==> src/eatc_pkg.sv <==
// Package: constants, encodings and carriers for the axis trigger control
package eatc_pkg;
	localparam int NUM_AXES = 4;
	localparam int AXIS_W = 2;
	localparam int POS_W = 32;
	localparam int SMP_W = 16;
	localparam int TS_W = 32;
	localparam int CNT_W = 16;
	localparam int INTERP_W = 12;
	localparam int PCNT_W = POS_W - INTERP_W;
	localparam int ADDR_W = 8;
	localparam int DATA_W = 32;
	localparam logic [AXIS_W-1:0] AXIS_ONE = 2'h0;
	localparam logic [AXIS_W-1:0] AXIS_AUX = 2'h3;

	// Register offsets
	localparam logic [ADDR_W-1:0] OFS_MODE = 8'h00;
	localparam logic [ADDR_W-1:0] OFS_CMD = 8'h04;
	localparam logic [ADDR_W-1:0] OFS_RESULT = 8'h08;
	localparam logic [ADDR_W-1:0] OFS_CFG_BASE = 8'h10;
	localparam logic [ADDR_W-1:0] OFS_DATA_BASE = 8'h20;
	localparam logic [ADDR_W-1:0] OFS_LOST = 8'h0C;

	// Command register fields
	localparam int CMD_OP_LSB = 0;
	localparam int CMD_AXIS_LSB = 4;
	localparam int CMD_ARG_LSB = 8;

	// Result register fields
	localparam int RES_BUSY_BIT = 0;
	localparam int RES_ERR_LSB = 4;
	localparam int RES_STAT_LSB = 16;

	typedef enum logic [2:0] {
		MODE_POLLED = 3'h0,
		MODE_SOFT_RT = 3'h1,
		MODE_STREAM = 3'h2,
		MODE_RECORD = 3'h3
	} eatc_mode_t;

	typedef enum logic [3:0] {
		OP_NONE = 4'h0,
		OP_SET_SRC = 4'h1,
		OP_SET_EDGE = 4'h2,
		OP_CLEAR_CNT = 4'h3,
		OP_POS_QUERY = 4'h4,
		OP_READ_DATA = 4'h5,
		OP_ACK_SUPPLY = 4'h6,
		OP_ACK_LOST = 4'h7
	} eatc_op_t;

	typedef enum logic [3:0] {
		SRC_EXT_IN_1 = 4'h0,
		SRC_EXT_IN_2 = 4'h1,
		SRC_EXT_IN_3 = 4'h2,
		SRC_EXT_IN_4 = 4'h3,
		SRC_SW_CH_1 = 4'h4,
		SRC_SW_CH_2 = 4'h5,
		SRC_SW_CH_3 = 4'h6,
		SRC_SW_CH_4 = 4'h7,
		SRC_REF_PULSE = 4'h8,
		SRC_GATED_REF_AX1 = 4'h9,
		SRC_INTERVAL_CNT = 4'hA,
		SRC_PULSE_CNT = 4'hB,
		SRC_TIMER = 4'hC
	} eatc_src_t;

	typedef enum logic [1:0] {
		EDGE_RISING = 2'h0,
		EDGE_FALLING = 2'h1,
		EDGE_BOTH = 2'h2
	} eatc_edge_t;

	typedef enum logic [2:0] {
		IF_DISABLED = 3'h0,
		IF_INCR = 3'h1,
		IF_INCR_11U = 3'h2,
		IF_SERIAL = 3'h3,
		IF_SERIAL_INCR = 3'h4,
		IF_SERIAL_V2 = 3'h5
	} eatc_iface_t;

	typedef enum logic [3:0] {
		ERR_OK = 4'h0,
		ERR_BAD_PARAMETER = 4'h1,
		ERR_WRONG_INTERFACE = 4'h2,
		ERR_CANNOT_CLEAR = 4'h3,
		ERR_NOT_POLLED = 4'h4,
		ERR_NOT_CONFIGURED = 4'h5
	} eatc_err_t;

	// Per-axis incremental signals from the encoder front end
	typedef struct packed {
		logic sig_a;
		logic sig_b;
		logic reference_pulse;
	} eatc_incr_t;

	// Per-axis trigger selection
	typedef struct packed {
		eatc_src_t src;
		eatc_edge_t edge_sel;
	} eatc_trig_cfg_t;

	// Status word bits
	localparam int ST_W = 16;
	localparam int ST_SUPPLY_ERR = 0;
	localparam int ST_LOST_TRIG = 1;
	localparam int ST_REFC_VALID = 2;
	localparam int ST_SERIAL = 3;

	// Readout word indices for a channel-data read
	localparam int RD_WORDS = 9;
	localparam logic [3:0] RD_STATUS = 4'h0;
	localparam logic [3:0] RD_POS = 4'h1;
	localparam logic [3:0] RD_REF1 = 4'h2;
	localparam logic [3:0] RD_REF2 = 4'h3;
	localparam logic [3:0] RD_REFC = 4'h4;
	localparam logic [3:0] RD_TS = 4'h5;
	localparam logic [3:0] RD_CNT = 4'h6;
	localparam logic [3:0] RD_SMP_A = 4'h7;
	localparam logic [3:0] RD_SMP_B = 4'h8;
endpackage

==> src/eatc_axis_trig.sv <==
// Per-axis trigger source selection and edge detection
`timescale 1ns/1ps
`default_nettype none
module eatc_axis_trig
	import eatc_pkg::*;
(
	// Clock and reset
	input wire logic clk,
	input wire logic rstn,
	// Configuration
	input wire eatc_trig_cfg_t cfg,
	// Trigger sources
	input wire logic [3:0] ext_in,
	input wire logic [3:0] sw_ch,
	input wire logic ref_pulse,
	input wire logic gated_ref_ax1,
	input wire logic interval_cnt,
	input wire logic pulse_cnt,
	input wire logic timer_trig,
	// Output
	output logic trig
);
	logic ref_q_reg;
	logic gated_q_reg;
	logic sel_level;
	logic ref_rise;
	logic ref_fall;
	logic ref_evt;
	logic gated_rise;
	logic trig_next;

	// Reference edges are taken against the last sampled level
	assign ref_rise = ref_pulse & ~ref_q_reg;
	assign ref_fall = ~ref_pulse & ref_q_reg;
	assign ref_evt = (cfg.edge_sel == EDGE_RISING) ? ref_rise :
		(cfg.edge_sel == EDGE_FALLING) ? ref_fall :
		(ref_rise | ref_fall); // [RL5]
	assign gated_rise = gated_ref_ax1 & ~gated_q_reg;

	always_comb begin
		sel_level = 1'b0;
		case (cfg.src) // [RL2] [RL3] [RL4]
			SRC_EXT_IN_1: sel_level = ext_in[0];
			SRC_EXT_IN_2: sel_level = ext_in[1];
			SRC_EXT_IN_3: sel_level = ext_in[2];
			SRC_EXT_IN_4: sel_level = ext_in[3];
			SRC_SW_CH_1: sel_level = sw_ch[0];
			SRC_SW_CH_2: sel_level = sw_ch[1];
			SRC_SW_CH_3: sel_level = sw_ch[2];
			SRC_SW_CH_4: sel_level = sw_ch[3];
			SRC_REF_PULSE: sel_level = ref_evt;
			SRC_GATED_REF_AX1: sel_level = gated_rise;
			SRC_INTERVAL_CNT: sel_level = interval_cnt;
			SRC_PULSE_CNT: sel_level = pulse_cnt;
			SRC_TIMER: sel_level = timer_trig;
			default: sel_level = 1'b0;
		endcase
	end
	assign trig_next = sel_level;

	always_ff @(posedge clk or negedge rstn) begin
		if (!rstn) begin
			ref_q_reg <= 1'b0;
			gated_q_reg <= 1'b0;
			trig <= 1'b0;
		end else begin
			ref_q_reg <= ref_pulse;
			gated_q_reg <= gated_ref_ax1;
			trig <= trig_next; // [RL21]
		end
	end
endmodule
`default_nettype wire

==> src/eatc_top.sv <==
// Encoder axis trigger and acquisition control, top level
// How it works
// (RL1) Source changes only in polled mode
// (RL2) Four external, four software, reference pulse
// (RL3) Gated reference of axis 1: A&B&ref
// (RL4) Interval counter, pulse counter, timer sources
// (RL5) Reference edge rising, falling or both
// (RL6) Host keeps both-edge rate legal
// (RL7) Clear resets period count, keeps interpolation
// (RL8) Clear only on incremental axes, else error
// (RL9) Position query polled only, with status
// (RL10) Incremental interpolated value, serial sends request
// (RL11) Combined serial-incremental returns interpolated value
// (RL12) Channel read: polled mode, incremental axis
// (RL13) Channel read fires software channel 1
// (RL14) Channel read sets auxiliary source to software
// (RL15) Channel read returns the nine-word record
// (RL16) Coded reference valid only when distance coded
// (RL17) Supply acknowledge without error is rejected
// (RL18) Acknowledge turns encoder supply back on
// (RL19) Lost-trigger acknowledge clears all axes
// (RL20) Bad source or edge code rejected
// (RL21) Selections stored per axis, applied synchronously
//
// The strobed register port and the placing of the registers were decided locally.
`timescale 1ns/1ps
`default_nettype none
module eatc_top
	import eatc_pkg::*;
(
	// Clock and reset
	input wire logic clk,
	input wire logic rstn,
	// Register port
	input wire logic [ADDR_W-1:0] reg_addr,
	input wire logic [DATA_W-1:0] reg_wdata,
	input wire logic reg_wr,
	input wire logic reg_rd,
	output logic [DATA_W-1:0] reg_rdata,
	// Axis configuration from the initialisation block
	input wire logic [NUM_AXES*3-1:0] axis_iface,
	input wire logic [NUM_AXES-1:0] axis_dist_coded,
	// Encoder signals and counts
	input wire eatc_incr_t [NUM_AXES-1:0] incr,
	input wire logic [NUM_AXES*POS_W-1:0] axis_pos,
	input wire logic [NUM_AXES*POS_W-1:0] serial_pos,
	input wire logic [NUM_AXES-1:0] serial_done,
	input wire logic [NUM_AXES*POS_W-1:0] ref1_pos,
	input wire logic [NUM_AXES*POS_W-1:0] ref2_pos,
	input wire logic [NUM_AXES*POS_W-1:0] refc_pos,
	input wire logic [NUM_AXES*SMP_W-1:0] sample_signal_a,
	input wire logic [NUM_AXES*SMP_W-1:0] sample_signal_b,
	input wire logic [TS_W-1:0] timestamp,
	input wire logic [NUM_AXES*CNT_W-1:0] trig_count,
	// Error sources
	input wire logic [NUM_AXES-1:0] supply_fault,
	input wire logic lost_trigger_evt,
	// Shared trigger sources
	input wire logic [3:0] ext_in,
	input wire logic [3:0] sw_ch,
	input wire logic interval_cnt,
	input wire logic pulse_cnt,
	input wire logic timer_trig,
	// Outputs to the axes
	output logic [NUM_AXES-1:0] axis_trig,
	output logic [NUM_AXES-1:0] clear_period_counter,
	output logic [NUM_AXES-1:0] serial_request,
	output logic [NUM_AXES-1:0] supply_on
);
	// ===========================================================
	// Decode helpers
	function automatic logic is_incr(input logic [2:0] f);
		return f == IF_INCR || f == IF_INCR_11U;
	endfunction
	function automatic logic [POS_W-1:0] pos_of(
		input logic [NUM_AXES*POS_W-1:0] v, input logic [AXIS_W-1:0] a);
		return v[a*POS_W +: POS_W];
	endfunction
	// Combined serial-incremental axes count as neither serial nor incremental here
	function automatic logic is_serial(input logic [2:0] f);
		return f == IF_SERIAL || f == IF_SERIAL_V2;
	endfunction

	typedef enum logic [1:0] {
		ST_IDLE = 2'h0,
		ST_WAIT_SERIAL = 2'h1,
		ST_CAPTURE = 2'h2
	} eatc_state_t;

	// ===========================================================
	// State
	eatc_mode_t mode_reg;
	eatc_trig_cfg_t [NUM_AXES-1:0] cfg_reg;
	logic [NUM_AXES-1:0] supply_err_reg;
	logic [NUM_AXES-1:0] lost_reg;
	eatc_state_t state_reg;
	eatc_state_t state_next;
	eatc_err_t err_reg;
	logic [AXIS_W-1:0] cur_axis_reg;
	logic [DATA_W-1:0] rec_reg [RD_WORDS];
	logic sw1_pulse_reg;
	logic [NUM_AXES-1:0] ptrig_reg;

	// ===========================================================
	// Command decode
	logic cmd_wr;
	eatc_op_t cmd_op;
	logic [AXIS_W-1:0] cmd_axis;
	logic [3:0] cmd_arg;
	logic polled;
	logic [2:0] cmd_if;
	logic cmd_incr;
	logic cmd_serial;
	logic src_ok;
	logic edge_ok;
	logic idle;
	eatc_err_t cmd_err;
	logic [ST_W-1:0] status_word;
	logic [3:0] sw_eff;

	assign cmd_wr = reg_wr && reg_addr == OFS_CMD;
	assign cmd_op = eatc_op_t'(reg_wdata[CMD_OP_LSB +: 4]);
	assign cmd_axis = reg_wdata[CMD_AXIS_LSB +: AXIS_W];
	assign cmd_arg = reg_wdata[CMD_ARG_LSB +: 4];
	assign polled = mode_reg == MODE_POLLED;
	assign cmd_if = axis_iface[cmd_axis*3 +: 3];
	assign cmd_incr = is_incr(cmd_if);
	assign cmd_serial = is_serial(cmd_if);
	assign src_ok = cmd_arg <= SRC_TIMER; // [RL20]
	assign edge_ok = cmd_arg[1:0] <= EDGE_BOTH && cmd_arg[3:2] == 2'h0;
	assign idle = state_reg == ST_IDLE;
	// Software channel 1 is also fired internally by a channel read
	assign sw_eff = {sw_ch[3:1], sw_ch[0] | sw1_pulse_reg}; // [RL13]

	always_comb begin
		cmd_err = ERR_OK;
		case (cmd_op)
			OP_SET_SRC: begin
				if (!polled) cmd_err = ERR_NOT_POLLED; // [RL1]
				else if (!src_ok) cmd_err = ERR_BAD_PARAMETER; // [RL20]
			end
			OP_SET_EDGE: begin
				if (!edge_ok) cmd_err = ERR_BAD_PARAMETER; // [RL20]
			end
			OP_CLEAR_CNT: begin
				if (!cmd_incr) cmd_err = ERR_WRONG_INTERFACE; // [RL8]
			end
			OP_POS_QUERY: begin
				if (!polled) cmd_err = ERR_NOT_POLLED; // [RL9]
				else if (cmd_if == IF_DISABLED) cmd_err = ERR_NOT_CONFIGURED;
			end
			OP_READ_DATA: begin
				if (!polled) cmd_err = ERR_NOT_POLLED; // [RL12]
				else if (!cmd_incr) cmd_err = ERR_BAD_PARAMETER; // [RL12]
			end
			OP_ACK_SUPPLY: begin
				if (!supply_err_reg[cmd_axis]) cmd_err = ERR_CANNOT_CLEAR; // [RL17]
			end
			OP_ACK_LOST: cmd_err = ERR_OK;
			default: cmd_err = ERR_BAD_PARAMETER;
		endcase
	end

	logic do_cmd;
	logic cmd_good;
	assign do_cmd = cmd_wr && idle;
	assign cmd_good = do_cmd && cmd_err == ERR_OK;

	// Status word of the current axis
	logic cmd_serial_cur;
	logic refc_valid_cur;
	logic [2:0] cur_if;
	assign cur_if = axis_iface[cur_axis_reg*3 +: 3];
	assign cmd_serial_cur = is_serial(cur_if);
	// Coded reference is only meaningful for distance-coded scales
	assign refc_valid_cur = axis_dist_coded[cur_axis_reg]; // [RL16]
	assign status_word = {{(ST_W-4){1'b0}},
		cmd_serial_cur, refc_valid_cur, lost_reg[cur_axis_reg],
		supply_err_reg[cur_axis_reg]};

	// ===========================================================
	// Query sequencer
	logic is_read_cur;
	logic is_read_reg;
	// Commands arriving while busy are dropped, not queued
	always_comb begin
		state_next = state_reg;
		case (state_reg)
			ST_IDLE: begin
				if (cmd_good && cmd_op == OP_POS_QUERY && cmd_serial)
					state_next = ST_WAIT_SERIAL; // [RL10] [RL11]
				else if (cmd_good && (cmd_op == OP_POS_QUERY ||
					cmd_op == OP_READ_DATA))
					state_next = ST_CAPTURE;
			end
			ST_WAIT_SERIAL: begin
				if (serial_done[cur_axis_reg]) state_next = ST_IDLE;
			end
			ST_CAPTURE: state_next = ST_IDLE;
			default: state_next = ST_IDLE;
		endcase
	end
	assign is_read_cur = is_read_reg;

	always_ff @(posedge clk or negedge rstn) begin
		if (!rstn) begin
			state_reg <= ST_IDLE;
			cur_axis_reg <= AXIS_ONE;
			err_reg <= ERR_OK;
			is_read_reg <= 1'b0;
			sw1_pulse_reg <= 1'b0;
		end else begin
			state_reg <= state_next;
			sw1_pulse_reg <= cmd_good && cmd_op == OP_READ_DATA; // [RL13]
			if (do_cmd) begin
				cur_axis_reg <= cmd_axis;
				err_reg <= cmd_err;
				is_read_reg <= cmd_op == OP_READ_DATA;
			end
		end
	end

	// ===========================================================
	// Captured record, taken on one edge: all nine words for a channel read, only status and position for a query
	logic capture;
	assign capture = (state_reg == ST_CAPTURE) ||
		(state_reg == ST_WAIT_SERIAL && serial_done[cur_axis_reg]);
	always_ff @(posedge clk or negedge rstn) begin
		if (!rstn) begin
			for (int i = 0; i < RD_WORDS; i++) rec_reg[i] <= '0;
		end else if (capture) begin
			rec_reg[RD_STATUS] <= DATA_W'(status_word); // [RL9]
			rec_reg[RD_POS] <= (state_reg == ST_WAIT_SERIAL) ?
				pos_of(serial_pos, cur_axis_reg) :
				pos_of(axis_pos, cur_axis_reg); // [RL10] [RL11]
			if (is_read_cur) begin
				rec_reg[RD_REF1] <= pos_of(ref1_pos, cur_axis_reg); // [RL15]
				rec_reg[RD_REF2] <= pos_of(ref2_pos, cur_axis_reg);
				rec_reg[RD_REFC] <= pos_of(refc_pos, cur_axis_reg);
				rec_reg[RD_TS] <= timestamp;
				rec_reg[RD_CNT] <= DATA_W'(trig_count[cur_axis_reg*CNT_W +: CNT_W]);
				rec_reg[RD_SMP_A] <=
					DATA_W'(sample_signal_a[cur_axis_reg*SMP_W +: SMP_W]);
				rec_reg[RD_SMP_B] <=
					DATA_W'(sample_signal_b[cur_axis_reg*SMP_W +: SMP_W]);
			end
		end
	end

	// ===========================================================
	// Mode, per-axis configuration, errors and supply control
	logic lost_ack;
	assign lost_ack = cmd_good && cmd_op == OP_ACK_LOST;

	always_ff @(posedge clk or negedge rstn) begin
		if (!rstn) begin
			mode_reg <= MODE_POLLED;
		end else if (reg_wr && reg_addr == OFS_MODE) begin
			mode_reg <= eatc_mode_t'(reg_wdata[2:0]);
		end
	end

	genvar g;
	generate
		for (g = 0; g < NUM_AXES; g++) begin : g_axis
			logic sel_this;
			assign sel_this = cmd_good && cmd_axis == g;
			always_ff @(posedge clk or negedge rstn) begin
				if (!rstn) begin
					cfg_reg[g] <= '{src: SRC_SW_CH_1, edge_sel: EDGE_RISING};
					supply_err_reg[g] <= 1'b0;
					lost_reg[g] <= 1'b0;
					supply_on[g] <= 1'b1;
					clear_period_counter[g] <= 1'b0;
					serial_request[g] <= 1'b0;
				end else begin
					if (sel_this && cmd_op == OP_SET_SRC)
						cfg_reg[g].src <= eatc_src_t'(cmd_arg); // [RL21]
					else if (cmd_good && cmd_op == OP_READ_DATA &&
						g == AXIS_AUX)
						cfg_reg[g].src <= SRC_SW_CH_1; // [RL14]
					if (sel_this && cmd_op == OP_SET_EDGE)
						cfg_reg[g].edge_sel <= eatc_edge_t'(cmd_arg[1:0]);
					// Period count only; interpolation is left alone
					clear_period_counter[g] <= sel_this &&
						cmd_op == OP_CLEAR_CNT; // [RL7]
					serial_request[g] <= sel_this && cmd_op == OP_POS_QUERY &&
						cmd_serial; // [RL10]
					// Fault wins over acknowledge in the same cycle
					if (supply_fault[g]) begin
						supply_err_reg[g] <= 1'b1;
						supply_on[g] <= 1'b0;
					end else if (sel_this && cmd_op == OP_ACK_SUPPLY) begin
						supply_err_reg[g] <= 1'b0;
						supply_on[g] <= 1'b1; // [RL18]
					end
					if (lost_trigger_evt) lost_reg[g] <= 1'b1;
					else if (lost_ack) lost_reg[g] <= 1'b0; // [RL19]
				end
			end
			eatc_axis_trig u_trig (
				.clk(clk),
				.rstn(rstn),
				.cfg(cfg_reg[g]),
				.ext_in(ext_in),
				.sw_ch(sw_eff),
				.ref_pulse(incr[g].reference_pulse),
				.gated_ref_ax1(incr[AXIS_ONE].sig_a & incr[AXIS_ONE].sig_b &
					incr[AXIS_ONE].reference_pulse), // [RL3]
				.interval_cnt(interval_cnt),
				.pulse_cnt(pulse_cnt),
				.timer_trig(timer_trig),
				.trig(ptrig_reg[g])
			);
		end
	endgenerate
	assign axis_trig = ptrig_reg;

	// ===========================================================
	// Register read port: data the cycle after the strobe
	// Reads have no side effects, so polling the result is harmless
	logic [DATA_W-1:0] rd_mux;
	logic [AXIS_W-1:0] rd_cfg_idx;
	logic [3:0] rd_rec_idx;
	assign rd_cfg_idx = reg_addr[AXIS_W+1:2];
	assign rd_rec_idx = 4'((reg_addr - OFS_DATA_BASE) >> 2);
	assign rd_mux =
		(reg_addr == OFS_MODE) ? DATA_W'(mode_reg) :
		(reg_addr == OFS_RESULT) ? DATA_W'({status_word, 8'h00, err_reg,
			3'h0, !idle}) :
		(reg_addr == OFS_LOST) ? DATA_W'({supply_err_reg, lost_reg}) :
		(reg_addr[ADDR_W-1:4] == OFS_CFG_BASE[ADDR_W-1:4] &&
			reg_addr[1:0] == 2'h0) ? DATA_W'(cfg_reg[rd_cfg_idx]) :
		(reg_addr >= OFS_DATA_BASE && rd_rec_idx < 4'(RD_WORDS) &&
			reg_addr[1:0] == 2'h0) ? rec_reg[rd_rec_idx] :
		'0;

	always_ff @(posedge clk or negedge rstn) begin
		if (!rstn) reg_rdata <= '0;
		else if (reg_rd) reg_rdata <= rd_mux;
		else reg_rdata <= '0;
	end
endmodule
`default_nettype wire

==> config.mk <==
export PLATFORM = sky130hd
export DESIGN_NAME = eatc_top
export DESIGN_NICKNAME = d
export VERILOG_FILES = /design/src/eatc_pkg.sv /design/src/eatc_axis_trig.sv /design/src/eatc_top.sv
export SDC_FILE = /design/constraint.sdc
export NUM_CORES = 1
export LEC_CHECK = 0
export ABC_AREA = 1
export BUFFER_PORTS_ARGS = -buffer_cell sky130_fd_sc_hd__clkbuf_2
export CELL_PAD_IN_SITES_DETAIL_PLACEMENT = 1
export CELL_PAD_IN_SITES_GLOBAL_PLACEMENT = 2
export CORE_AREA = 2 2 394 396
export CTS_CLUSTER_DIAMETER = 80
export DETAILED_ROUTE_END_ITERATION = 8
export DIE_AREA = 0 0 396 398
export PLACE_DENSITY = 0.47
export SLEW_MARGIN = 10
export SYNTH_ARGS = -nofsm -noshare
export SYNTH_HDL_FRONTEND = slang
export SYNTH_HIERARCHICAL = 1
export SYNTH_SLANG_ARGS = --single-unit
==> constraint.sdc <==
create_clock -name clk -period 2.3 [get_ports clk]
set_clock_uncertainty 0.05 [all_clocks]
set_input_delay 0.23 -clock clk [delete_from_list [all_inputs] [get_ports clk]]
set_output_delay 0.23 -clock clk [all_outputs]
set_load 0.05 [all_outputs]
==> results_dict.tcl <==
set metrics [dict create \
    status "finished clean" \
    clkTransAtPathRegs_ns 0.06 \
    antenna_found_initial 33 \
    finalCritPeriodShare 0.973 \
    post_drt_via_cell_ratio 4.19 \
    clockBufferDepth 3 \
    cts_buffers 43 \
    rsz0062_at_grt "true" \
    finalHoldViolations 0 \
    ys_seq_area_frac 0.383 \
    htree_num_levels 2 \
    portBuffers 975 \
    wl_per_cell_um 24.7 \
    route.detailed.drc 0 \
    layout_commonest_cell "clkbuf_2" \
    synth_flop_cell "dfrtp_1" \
    numClockSinks 309 \
    dp_cells 5743 \
    maxSlewViolCount 0 \
    largest_reg_flops 212 \
    syn_area_per_cell_sq_um 7.51 \
    finalNonFillerCells 5923 \
    dr.pass1.iters 5 \
    die_h_um 398 \
    fin_ws_ns 0.0613 \
    hold_path_class "in -> reg" \
    postSynthNetCount 3659 \
    clkLatencyLatePin_ns 0.61 \
    gp_congestion 0.853 \
    grt_pass1_vias 26800 \
    grt_pass1_wl_um 201000 \
    critical_path.startpoint_type "flop" \
    vias 24800 \
    end_kind "flop" \
    drt_iter0_drc 1274 \
    place_ws_ns -0.0292 \
    ys_async_sr_fraction 1.00 \
    start_util 0.132 \
    core.rowCount 144 \
    ys_types 50 \
    timing.fmax_ghz 0.447 \
    antenna_left 0 \
    postSynthCellCount 2695 \
    grt_use_total 0.178 \
    setup_viol 0 \
    worst_pin_slew_ns 0.597 \
    p_leak_nw 15.4 \
    r2r_setup_slack_ns 0.06 \
    ir_drop_uv 489 \
    power_mw 16.8 \
    ys_seq_elements 309 \
    tns_ns 0 \
    layout_min_cycle_time_ns 2.24 \
    tritoncts "yes" \
    slew_headroom 0.597 \
    p_per_area_nw_per_um2 532 \
    ys_warn_count 6 \
    cp.required_ns 2.74 \
    drive_gt1_frac 0.394 \
    final_cell_mix "clkbuf_2, nor2_1, o21ai_0" \
    die_w_um 396 \
    path_class "reg -> reg" \
    core_area_sq_um 153000 \
    arrival_ns 2.68 \
    dp_hpwl_um 121000 \
    maxCapViolCount 0 \
    syn2layout_area_growth_pct 56.1 \
    fin_nets 4797 \
    die_area_sq_um 158000 \
    ios 1004 \
    cp_max_fo 48 \
    cts_root_buf "clkbuf_16" \
    synth-edff-count 0 \
    syn_area_sq_um 20200 \
    grt_start_max_net_pins 95 \
    grt_overflow 0 \
    wirelength_um 146000 \
]
-- final timing paths --
path,from,end,cells after the start
max,cur_axis_reg[0]$_DFFE_PN0P_,rec_reg[150]$_DFFE_PN0P_,6
min,refc_pos[10],rec_reg[138]$_DFFE_PN0P_,4
max reg2reg,cur_axis_reg[0]$_DFFE_PN0P_,rec_reg[150]$_DFFE_PN0P_,6
min reg2reg,supply_on[0]$_DFFE_PN1P_,supply_on[0]$_DFFE_PN1P_,2
max in group asynchronous,rstn,rec_reg[120]$_DFFE_PN0P_,3
min in group asynchronous,rstn,clear_period_counter[3]$_DFF_PN0_,2
-- report_power, final --
group | internal (mW) | total, mW | switching [mW]
clock network | 4.16 | 6.98 | 2.83
logic | 1.72 | 4.11 | 2.39
registers | 5.55 | 5.70 | 0.147
total | 11.4 | 16.8 | 5.37
-- kinds of logic (layout without fill, tap and decap cells) --
| group | after synthesis | count (layout) | share of synthesized area |
|---|---|---|---|
| DFF | 309 | 309 | 0.383 |
| other | 0 | 13 | 0 |
| and+or+nand+nor | 992 | 992 | 0.201 |
| muxes | 164 | 164 | 0.0913 |
| adders and majority gates | 8 | 8 | 0.00495 |
| AOI/OAI and AO/OA | 883 | 883 | 0.254 |
| buffers and inverters | 339 | 1510 | 0.0657 |
-- synth_stat cells (6+ instances only) --
library cell	number	area share
a22oi_1	6	0.0022
a21oi_1	52	0.013
mux2_2	164	0.091
o21ai_0	481	0.12
nor2_1	516	0.096
dfrtp_1	301	0.37
buf_2	26	0.0064
nand2_1	310	0.058
o31ai_1	6	0.0022
dfstp_2	8	0.010
inv_2	13	0.0024
or2_2	7	0.0022
buf_1	16	0.0030
nand3_1	113	0.028
inv_1	108	0.020
o22ai_1	194	0.060
o21ai_1	24	0.0059
clkbuf_1	170	0.032
o221ai_1	66	0.029
ha_1	8	0.0049
a32oi_1	8	0.0035
a221oi_1	26	0.011
nor3_1	16	0.0040
-- through the flow --
step,cell area [sq um],util,hold slack (ns)
global route,31600,0.206,0.0235
floorplan,20200,-,-0.116
detailed placement,29100,0.190,0.0662
CTS,31500,0.205,0.000640
global placement,29100,0.190,0.0642
finish,31600,0.206,0.0254
-- worst max-delay path: stages, from the launching register on --
cell,delay (ns)
dfrtp_4,0.54
buf_12,0.19
buf_12,0.21
o21ai_1,0.17
o22ai_1,0.09
dlygate4sd3_1,0.55
mux2_2,0.25
-- repair_timing --
| action | CTS | global route |
|---|---|---|
| resized for setup | 0 | 11 |
| hold buffers | 86 | 0 |
| buffers inserted | 0 | 2 |
| endpoints found under the hold margin | 385 | 0 |
| setup endpoints to repair | 0 | 12 |
-- final cells by class --
cell class / count / area, sq um
sequential: 309 / 7750
tap: 2044 / 2560
clock inverter: 15 / 209
clock buffer: 63 / 1250
antenna: 13 / 32.5
fill: 18600 / 122000
multi-input combinational: 2047 / 11200
timing repair buffer: 1309 / 8100
inverter: 123 / 478
-- routing by layer --
layer / up-vias / wire length, um / track usage
met3: 136 / 6900 / 0.0305
met4: 6 / 2980 / 0.0401
met2: 693 / 73800 / 0.318
met1: 12200 / 62500 / 0.222
met5: - / 28 / 0
li1: 11800 / - / -
Power figures use the tool's default switching activity.
